File: src/core/jis_pkg.sv
package jis_pkg;

    // instruction register
    localparam int unsigned IR_LEN          = 10;
    localparam logic [9:0]  IR_CAPTURE      = 10'h001;
    localparam logic [9:0]  IR_EXTEST       = 10'h000;
    localparam logic [9:0]  IR_SAMPLE       = 10'h055;
    localparam logic [9:0]  IR_IDCODE       = 10'h059;
    localparam logic [9:0]  IR_BYPASS       = 10'h3FF;
    localparam logic [9:0]  IR_PROGRAM      = 10'h2A0;
    localparam logic [9:0]  IR_READBACK     = 10'h2A1;
    localparam logic [9:0]  IR_RESET_VAL    = IR_IDCODE;

    // identification word, field values arbitrary
    localparam logic [3:0]  ID_VERSION      = 4'h1;
    localparam logic [15:0] ID_PART         = 16'h1234;
    localparam logic [10:0] ID_MAKER        = 11'h155;
    localparam logic        ID_LSB          = 1'b1;
    localparam int unsigned ID_VER_POS      = 28;
    localparam int unsigned ID_PART_POS     = 12;
    localparam int unsigned ID_MAKER_POS    = 1;
    localparam logic [31:0] ID_WORD         = {ID_VERSION, ID_PART, ID_MAKER, ID_LSB};

    // configuration store: security bit above a 32-bit config word
    localparam int unsigned CFG_W           = 32;
    localparam int unsigned SEC_POS         = 32;
    localparam logic [32:0] CFG_ERASED      = 33'h0FFFFFFFF;

    // data register lengths
    localparam int unsigned DR_LEN_BYP      = 1;
    localparam int unsigned DR_LEN_ID       = 32;
    localparam int unsigned DR_LEN_PROG     = 33;

    // tap controller states
    typedef enum logic [3:0] {
        JIS_TLR   = 4'h0, JIS_RTI   = 4'h1, JIS_SELDR = 4'h3, JIS_CAPDR = 4'h2,
        JIS_SHDR  = 4'h6, JIS_EX1DR = 4'h7, JIS_PDR   = 4'h5, JIS_EX2DR = 4'h4,
        JIS_UPDR  = 4'hC, JIS_SELIR = 4'hD, JIS_CAPIR = 4'hF, JIS_SHIR  = 4'hE,
        JIS_EX1IR = 4'hA, JIS_PIR   = 4'hB, JIS_EX2IR = 4'h9, JIS_UPIR  = 4'h8
    } jis_state_t;

endpackage : jis_pkg

File: src/core/jis_tap.sv
// How it works
// [RL1] extest and sample instructions select the one-bit bypass register
// [RL2] id word: 4-bit version, 16-bit part, 11-bit maker, constant bit
// [RL3] id fields packed msb-first, version in top bits
// [RL4] id bit zero always one
// [RL5] secure device returns zeros on readback
// [RL6] security bit and config change only by a program operation
// [RL7] instruction register is exactly 10 bits
// [RL8] idcode instruction puts id register between tdi and tdo
// [RL9] id shifts out bit zero first, one bit per test clock
`timescale 1ns/1ns
`default_nettype none
module jis_tap (
    input  wire logic core_clk,
    input  wire logic arst_n,
    input  wire logic tck,
    input  wire logic tms,
    input  wire logic tdi,
    output logic      tdo,
    output logic      tdo_oe,
    output logic      secure
);
    ////////////////////////////////////////////////////////////////////////
    // pin synchronisers
    logic [2:0] tck_sync_q;
    logic [1:0] tms_sync_q;
    logic [1:0] tdi_sync_q;

    always_ff @(posedge core_clk or negedge arst_n) begin
        if (!arst_n) begin
            tck_sync_q <= 3'h0;
            tms_sync_q <= 2'h0;
            tdi_sync_q <= 2'h0;
        end else begin
            tck_sync_q <= {tck_sync_q[1:0], tck};
            tms_sync_q <= {tms_sync_q[0], tms};
            tdi_sync_q <= {tdi_sync_q[0], tdi};
        end
    end

    wire tck_rise = tck_sync_q[1] & ~tck_sync_q[2];
    wire tck_fall = ~tck_sync_q[1] & tck_sync_q[2];
    wire tms_s    = tms_sync_q[1];
    wire tdi_s    = tdi_sync_q[1];

    ////////////////////////////////////////////////////////////////////////
    // tap state machine
    jis_pkg::jis_state_t state_q;
    jis_pkg::jis_state_t state_d;

    function automatic jis_pkg::jis_state_t next_state(input jis_pkg::jis_state_t s, input logic m);
        case (s)
            jis_pkg::JIS_TLR:   next_state = m ? jis_pkg::JIS_TLR   : jis_pkg::JIS_RTI;
            jis_pkg::JIS_RTI:   next_state = m ? jis_pkg::JIS_SELDR : jis_pkg::JIS_RTI;
            jis_pkg::JIS_SELDR: next_state = m ? jis_pkg::JIS_SELIR : jis_pkg::JIS_CAPDR;
            jis_pkg::JIS_CAPDR: next_state = m ? jis_pkg::JIS_EX1DR : jis_pkg::JIS_SHDR;
            jis_pkg::JIS_SHDR:  next_state = m ? jis_pkg::JIS_EX1DR : jis_pkg::JIS_SHDR;
            jis_pkg::JIS_EX1DR: next_state = m ? jis_pkg::JIS_UPDR  : jis_pkg::JIS_PDR;
            jis_pkg::JIS_PDR:   next_state = m ? jis_pkg::JIS_EX2DR : jis_pkg::JIS_PDR;
            jis_pkg::JIS_EX2DR: next_state = m ? jis_pkg::JIS_UPDR  : jis_pkg::JIS_SHDR;
            jis_pkg::JIS_UPDR:  next_state = m ? jis_pkg::JIS_SELDR : jis_pkg::JIS_RTI;
            jis_pkg::JIS_SELIR: next_state = m ? jis_pkg::JIS_TLR   : jis_pkg::JIS_CAPIR;
            jis_pkg::JIS_CAPIR: next_state = m ? jis_pkg::JIS_EX1IR : jis_pkg::JIS_SHIR;
            jis_pkg::JIS_SHIR:  next_state = m ? jis_pkg::JIS_EX1IR : jis_pkg::JIS_SHIR;
            jis_pkg::JIS_EX1IR: next_state = m ? jis_pkg::JIS_UPIR  : jis_pkg::JIS_PIR;
            jis_pkg::JIS_PIR:   next_state = m ? jis_pkg::JIS_EX2IR : jis_pkg::JIS_PIR;
            jis_pkg::JIS_EX2IR: next_state = m ? jis_pkg::JIS_UPIR  : jis_pkg::JIS_SHIR;
            jis_pkg::JIS_UPIR:  next_state = m ? jis_pkg::JIS_SELDR : jis_pkg::JIS_RTI;
            default:            next_state = jis_pkg::JIS_TLR;
        endcase
    endfunction : next_state

    assign state_d = tck_rise ? next_state(state_q, tms_s) : state_q;

    always_ff @(posedge core_clk or negedge arst_n) begin
        if (!arst_n) begin
            state_q <= jis_pkg::JIS_TLR;
        end else begin
            state_q <= state_d;
        end
    end

    ////////////////////////////////////////////////////////////////////////
    // instruction register
    logic [9:0] ir_sh_q;
    logic [9:0] ir_q;

    wire in_tlr  = state_q == jis_pkg::JIS_TLR;
    wire cap_ir  = tck_rise & (state_q == jis_pkg::JIS_CAPIR);
    wire sh_ir   = tck_rise & (state_q == jis_pkg::JIS_SHIR);
    wire upd_ir  = tck_rise & (state_q == jis_pkg::JIS_UPIR);

    // 10-bit shift path, tdi enters at the top
    always_ff @(posedge core_clk or negedge arst_n) begin
        if (!arst_n) begin
            ir_sh_q <= 10'h000;
            ir_q    <= jis_pkg::IR_RESET_VAL;
        end else begin
            if (cap_ir) begin
                ir_sh_q <= jis_pkg::IR_CAPTURE;
            end else if (sh_ir) begin
                ir_sh_q <= {tdi_s, ir_sh_q[9:1]}; // RL7
            end
            // test-logic-reset forces the id instruction back in
            if (in_tlr) begin
                ir_q <= jis_pkg::IR_RESET_VAL;
            end else if (upd_ir) begin
                ir_q <= ir_sh_q;
            end
        end
    end

    ////////////////////////////////////////////////////////////////////////
    // instruction decode
    wire sel_id   = ir_q == jis_pkg::IR_IDCODE;                                    // RL8
    wire sel_prog = ir_q == jis_pkg::IR_PROGRAM;
    wire sel_rb   = ir_q == jis_pkg::IR_READBACK;
    wire sel_byp  = ~(sel_id | sel_prog | sel_rb);  // bypass, extest, sample, unknown; RL1

    ////////////////////////////////////////////////////////////////////////
    // configuration store
    logic [32:0] cfg_rd;
    logic        mem_we;

    assign mem_we = tck_rise & (state_q == jis_pkg::JIS_UPDR) & sel_prog; // RL6

    logic [32:0] dr_q;

    jis_cfg_store u_store (
        .clk     (core_clk),
        .wr_en   (mem_we),
        .wr_data (dr_q),
        .rd_data (cfg_rd)
    );

    wire sec_bit = cfg_rd[jis_pkg::SEC_POS];

    ////////////////////////////////////////////////////////////////////////
    // data register: one shifter, length set by the instruction
    function automatic logic [32:0] dr_shift(input logic [32:0] d, input logic b,
                                             input logic byp, input logic prog);
        logic [32:0] r;
        r = {b, d[32:1]};
        if (byp) r = {32'h0, b};                                  // RL1
        else if (!prog) r = {1'b0, b, d[31:1]};                   // RL9
        dr_shift = r;
    endfunction : dr_shift

    wire cap_dr = tck_rise & (state_q == jis_pkg::JIS_CAPDR);
    wire sh_dr  = tck_rise & (state_q == jis_pkg::JIS_SHDR);

    // capture values per selected register
    wire [32:0] cap_rb  = sec_bit ? 33'h0 : {1'b0, cfg_rd[31:0]};            // RL5
    wire [32:0] cap_val = sel_id ? {1'b0, jis_pkg::ID_WORD} :              // RL2 RL3 RL4
                          sel_rb ? cap_rb : 33'h0;

    always_ff @(posedge core_clk or negedge arst_n) begin
        if (!arst_n) begin
            dr_q <= 33'h0;
        end else if (cap_dr) begin
            dr_q <= cap_val;
        end else if (sh_dr) begin
            dr_q <= dr_shift(dr_q, tdi_s, sel_byp, sel_prog);
        end
    end

    ////////////////////////////////////////////////////////////////////////
    // tdo and its enable change on the falling test clock
    wire in_shift = (state_q == jis_pkg::JIS_SHDR) | (state_q == jis_pkg::JIS_SHIR);
    wire tdo_src  = (state_q == jis_pkg::JIS_SHIR) ? ir_sh_q[0] : dr_q[0];       // RL9

    always_ff @(posedge core_clk or negedge arst_n) begin
        if (!arst_n) begin
            tdo    <= 1'b0;
            tdo_oe <= 1'b0;
            secure <= 1'b0;
        end else begin
            if (tck_fall) begin
                tdo    <= tdo_src;
                tdo_oe <= in_shift;
            end
            secure <= sec_bit;
        end
    end
endmodule : jis_tap
`default_nettype wire

File: src/core/jis_cfg_store.sv
`timescale 1ns/1ns
`default_nettype none
// non-volatile model: contents survive core reset, change only on write
module jis_cfg_store (
    input  wire logic        clk,
    input  wire logic        wr_en,
    input  wire logic [32:0] wr_data,
    output logic      [32:0] rd_data
);
    logic [32:0] cell_q = jis_pkg::CFG_ERASED;

    // storage, rewritten only by a program operation
    always_ff @(posedge clk) begin
        if (wr_en) begin
            cell_q <= wr_data;
        end
    end

    // registered read port
    always_ff @(posedge clk) begin
        rd_data <= cell_q;
    end
endmodule : jis_cfg_store
`default_nettype wire

File: config.mk
export PLATFORM = sky130hd
export DESIGN_NAME = jis_tap
export DESIGN_NICKNAME = d
export VERILOG_FILES = /design/src/core/jis_pkg.sv /design/src/core/jis_tap.sv /design/src/core/jis_cfg_store.sv
export SDC_FILE = /design/constraint.sdc
export NUM_CORES = 1
export LEC_CHECK = 0
export ABC_AREA = 1
export BUFFER_PORTS_ARGS = -buffer_cell sky130_fd_sc_hd__buf_2
export CAP_MARGIN = 20
export CORE_ASPECT_RATIO = 0.7
export CORE_MARGIN = 5
export CORE_UTILIZATION = 58
export CTS_BUF_LIST = sky130_fd_sc_hd__clkbuf_4
export CTS_CLUSTER_DIAMETER = 80
export DETAILED_ROUTE_END_ITERATION = 10
export PLACE_DENSITY = 0.77
export SYNTH_ARGS = -nofsm -noshare
export SYNTH_HDL_FRONTEND = slang
export SYNTH_SLANG_ARGS = --single-unit
File: constraint.sdc
create_clock -name core_clk -period 4.15 [get_ports core_clk]
set_input_delay 0.415 -clock core_clk [delete_from_list [all_inputs] [get_ports core_clk]]
set_output_delay 0.415 -clock core_clk [all_outputs]
set_load 0.03 [all_outputs]
==> impl_metrics.json <==
{
  "outcome": "finished, final reports clean",
  "timing_worst_slew_pin_value_ns": 1.04,
  "core_area_mm2": 0.00858,
  "dieHeight_um": 89.2,
  "synthDistinctLibCells": 35,
  "setup_ws_ns": 1.43,
  "drt-pass1-iter-count": 6,
  "grt_remaining_overflow": 0,
  "switching_power_of_the_nets_w": 0.000880,
  "cts_root_buffer": "clkbuf_4",
  "critical_path.reg2reg.startpoint": "ir_q[0]",
  "gr-usage-all-layers_pct": 20.7,
  "post_route_clock_skew_ns": 0.0186,
  "worstSetupStartpointType": "register",
  "placement_rows": 28,
  "setup_viol": 0,
  "p_int_w": 0.00207,
  "cts_tree": "built",
  "post-route-min-period_ns": 2.72,
  "final.setup.tns_ns": 0,
  "grt_max_degree": 40,
  "max_freq_mhz": 368,
  "timing.critical_path.slowest_cell_delay_ns": 1.01,
  "clock_sinks": 133,
  "avgViaCountPerCell": 5.48,
  "synth.net_count": 536,
  "timing.final.max_slew_violations": 0,
  "yosysWarnings": 0,
  "critPathTopFamily": "simple AND/OR/NAND/NOR gates",
  "cp_slowest_cell": "nand2_1",
  "worstSetupPathType": "register to register",
  "worst_slack_after_detailed_placement_ns": 1.47,
  "timing.final.hold_violations": 0,
  "grt_pass1_vias": 3488,
  "fp.dieW_um": 123,
  "reg2regPathDepth": 8,
  "dr_total_vias": 3672,
  "critical_path.n_buffers_inverters": 1,
  "clockBufferDepth": 2,
  "post_synth.cell_area_avg_um2": 9.78,
  "cts_repair_resize_count": 0,
  "nNetsFinal": 542,
  "synth_sequential_area_ratio_pct": 64.2,
  "cts_setup_buffers": 0,
  "grt_antenna_before_repair": 0,
  "power.density_cell_area_mw_per_mm2": 529,
  "highest_count_cells_in_the_layout_ignoring_fill_and_taps": "nand2_1 (151), nand3_1 (63), dfrtp_1 (63), nor2_1 (46)",
  "finalCritPeriodShare_pct": 65.5,
  "regArea_mm2": 0.00333,
  "post_drt_wl_per_cell_um": 15.0,
  "multi_input_area_mm2": 0.00159,
  "timing.max_cap.violations": 0,
  "ys_ff_latch": 133,
  "htree_levels": 4,
  "clk-insertion-delay-late_ns": 0.52,
  "most_common_library_cell_in_the_layout_ignoring_fill_and_taps": "nand2_1",
  "antenna_violating_nets_post_route": 0,
  "detailed_place.area_mm2": 0.00525,
  "insertedDiodeCount": 0,
  "cp.required_ns": 4.60,
  "filler_cell_count": 690,
  "crit_chain": "inv_1 -> nor2_1 -> nand3_1 -> nand2_1 -> nand3_1 -> nand2_1 -> nor2_1 -> nor2_1",
  "detail_route.wirelength_um": 10100,
  "post_synth_inst_count": 531,
  "flow.area_growth_from_synthesis_pct": 7.59,
  "gp_congestion": 0.855,
  "die_area_mm2": 0.0110,
  "share_clk_of_total_power_pct": 31.5,
  "hold_path.class": "primary input to asynchronous set/reset pin",
  "ioPinCount": 8,
  "worst-path-max-fanout": 32,
  "place.port_buffers": 7,
  "initialDrtViolationCount": 390,
  "r2r-end": "dr_q[10]",
  "cell_area_after_layout_mm2": 0.00559,
  "initial_utilization_pct": 60.5,
  "endpoint_arrival_time_on_the_critical_path_ns": 3.17,
  "clk_transition_reported_paths_ns": 0.11,
  "drt_drc_violations_left": 0,
  "unrepaired_setup_endpoints_after_global_routing": "no",
  "cts_made_buffers": 17,
  "dominant_cell_type_by_count_on_the_critical_path": "nor2_1",
  "place.detailed.hpwl_um": 5920,
  "layout-drive-gt1-share_pct": 10.4,
  "leakagePower_nw": 2.50,
  "synth_area_mm2": 0.00519,
  "worst_ir_drop_vdd_uv": 350,
  "seq_power_share_pct": 53.2,
  "ctsHoldBuffers": 3,
  "power.switching_fraction_pct": 29.8,
  "combinationalPowerShare_pct": 15.3,
  "grt_pass1_wl_um": 17200,
  "r2r_slack_ns": 1.43,
  "slew_headroom_pct": 30.4,
  "timing.critical_path.to_type": "register"
}
## cell families after synthesis
family | after synthesis | synth area share, %
buffers and inverters | 55 | 5.40
DFF | 133 | 64.2
and+or+nand+nor | 303 | 26.1
AOI/OAI and AO/OA | 40 | 4.29
## metrics by stage
stage	utilization, %	cells	power [W]	hold slack (ns)
2_1_floorplan	-	531	0.00193	0.119
3_3_place_gp	61.1	635	0.00203	0.324
3_5_place_dp	61.1	635	0.00204	0.327
4_1_cts	65.1	670	0.00297	0.00604
5_1_grt	65.1	670	0.00312	0.0156
6_report	65.1	670	0.00295	0.00940
## power groups by stage
stage	clock network [W]	logic (W)	registers, W
final	0.000930	0.000453	0.00157
after detailed placement	0	0.000446	0.00160
after global placement	0	0.000435	0.00159
after global routing	0.00102	0.000518	0.00158
after CTS	0.000946	0.000450	0.00157
after floorplan	0	0.000380	0.00155
## state kept, by name (all words and copies together) (netlist names)
signal	count
tdo_oe	1
tdo	1
tck_sync_q	3
dr_q	33
secure	1
tms_sync_q	2
tdi_sync_q	2
u_store.cell_q	33
ir_q	10
state_q	4
u_store.rd_data	33
ir_sh_q	10
## worst max path at each step
stage                         to  depth (start not counted)  slack [ns]           from
2_1_floorplan  u_store.cell_q[0]                          3        1.04  tck_sync_q[2]
3_5_place_dp            dr_q[26]                          8        1.47        ir_q[0]
6_report                dr_q[10]                          8        1.43        ir_q[0]
5_1_grt                  dr_q[6]                          8        1.12        ir_q[0]
3_3_place_gp             dr_q[2]                          8        1.53        ir_q[0]
4_1_cts                 dr_q[10]                          8        1.43        ir_q[0]
## Yosys cell counts (all sizes together)
cell	count	share of area [%]
o2111ai	1	0.17
nor2	51	4.5
o31ai	3	0.43
edfxtp	33	19
and2	1	0.12
dfrtp	63	30
a21oi	5	0.48
nor4	1	0.12
nor3	5	0.48
clkinv	2	0.14
a32oi	1	0.17
dfxtp	33	13
o21ai	26	2.5
o22ai	2	0.24
o311ai	1	0.17
and3	1	0.12
nand4	27	3.3
clkbuf	3	0.22
nand3	63	6.1
a31oi	1	0.12
buf	23	3.0
dfstp	4	2.0
nand2	154	11
inv	27	2.0
## worst register-to-register path, delay by kind of cell (launching register included)
kind          cells  cell delay, ns
simple gates      7            2.06
buf+inv           1            0.05
flops             1            0.55
## layout make-up
cell class,instances,share of cell area [%]
sequential,133,59.7
multi-input combinational,343,28.5
inverter,29,1.99
timing repair buffer,13,1.57
clock buffer,20,2.69
tap,120,2.69
clock inverter,12,2.87
## metal layers
| metal | routed length [µm] | GRT usage [%] | vias to the layer above |
|---|---|---|---|
| met5 | 0 | 0 | - |
| met4 | 44 | 5.13 | 0 |
| met3 | 712 | 6.64 | 6 |
| met2 | 4340 | 30.5 | 135 |
| met1 | 4990 | 30.1 | 1738 |
| li1 | - | - | 1793 |
No activity file was read; power rests on OpenSTA's default activity.
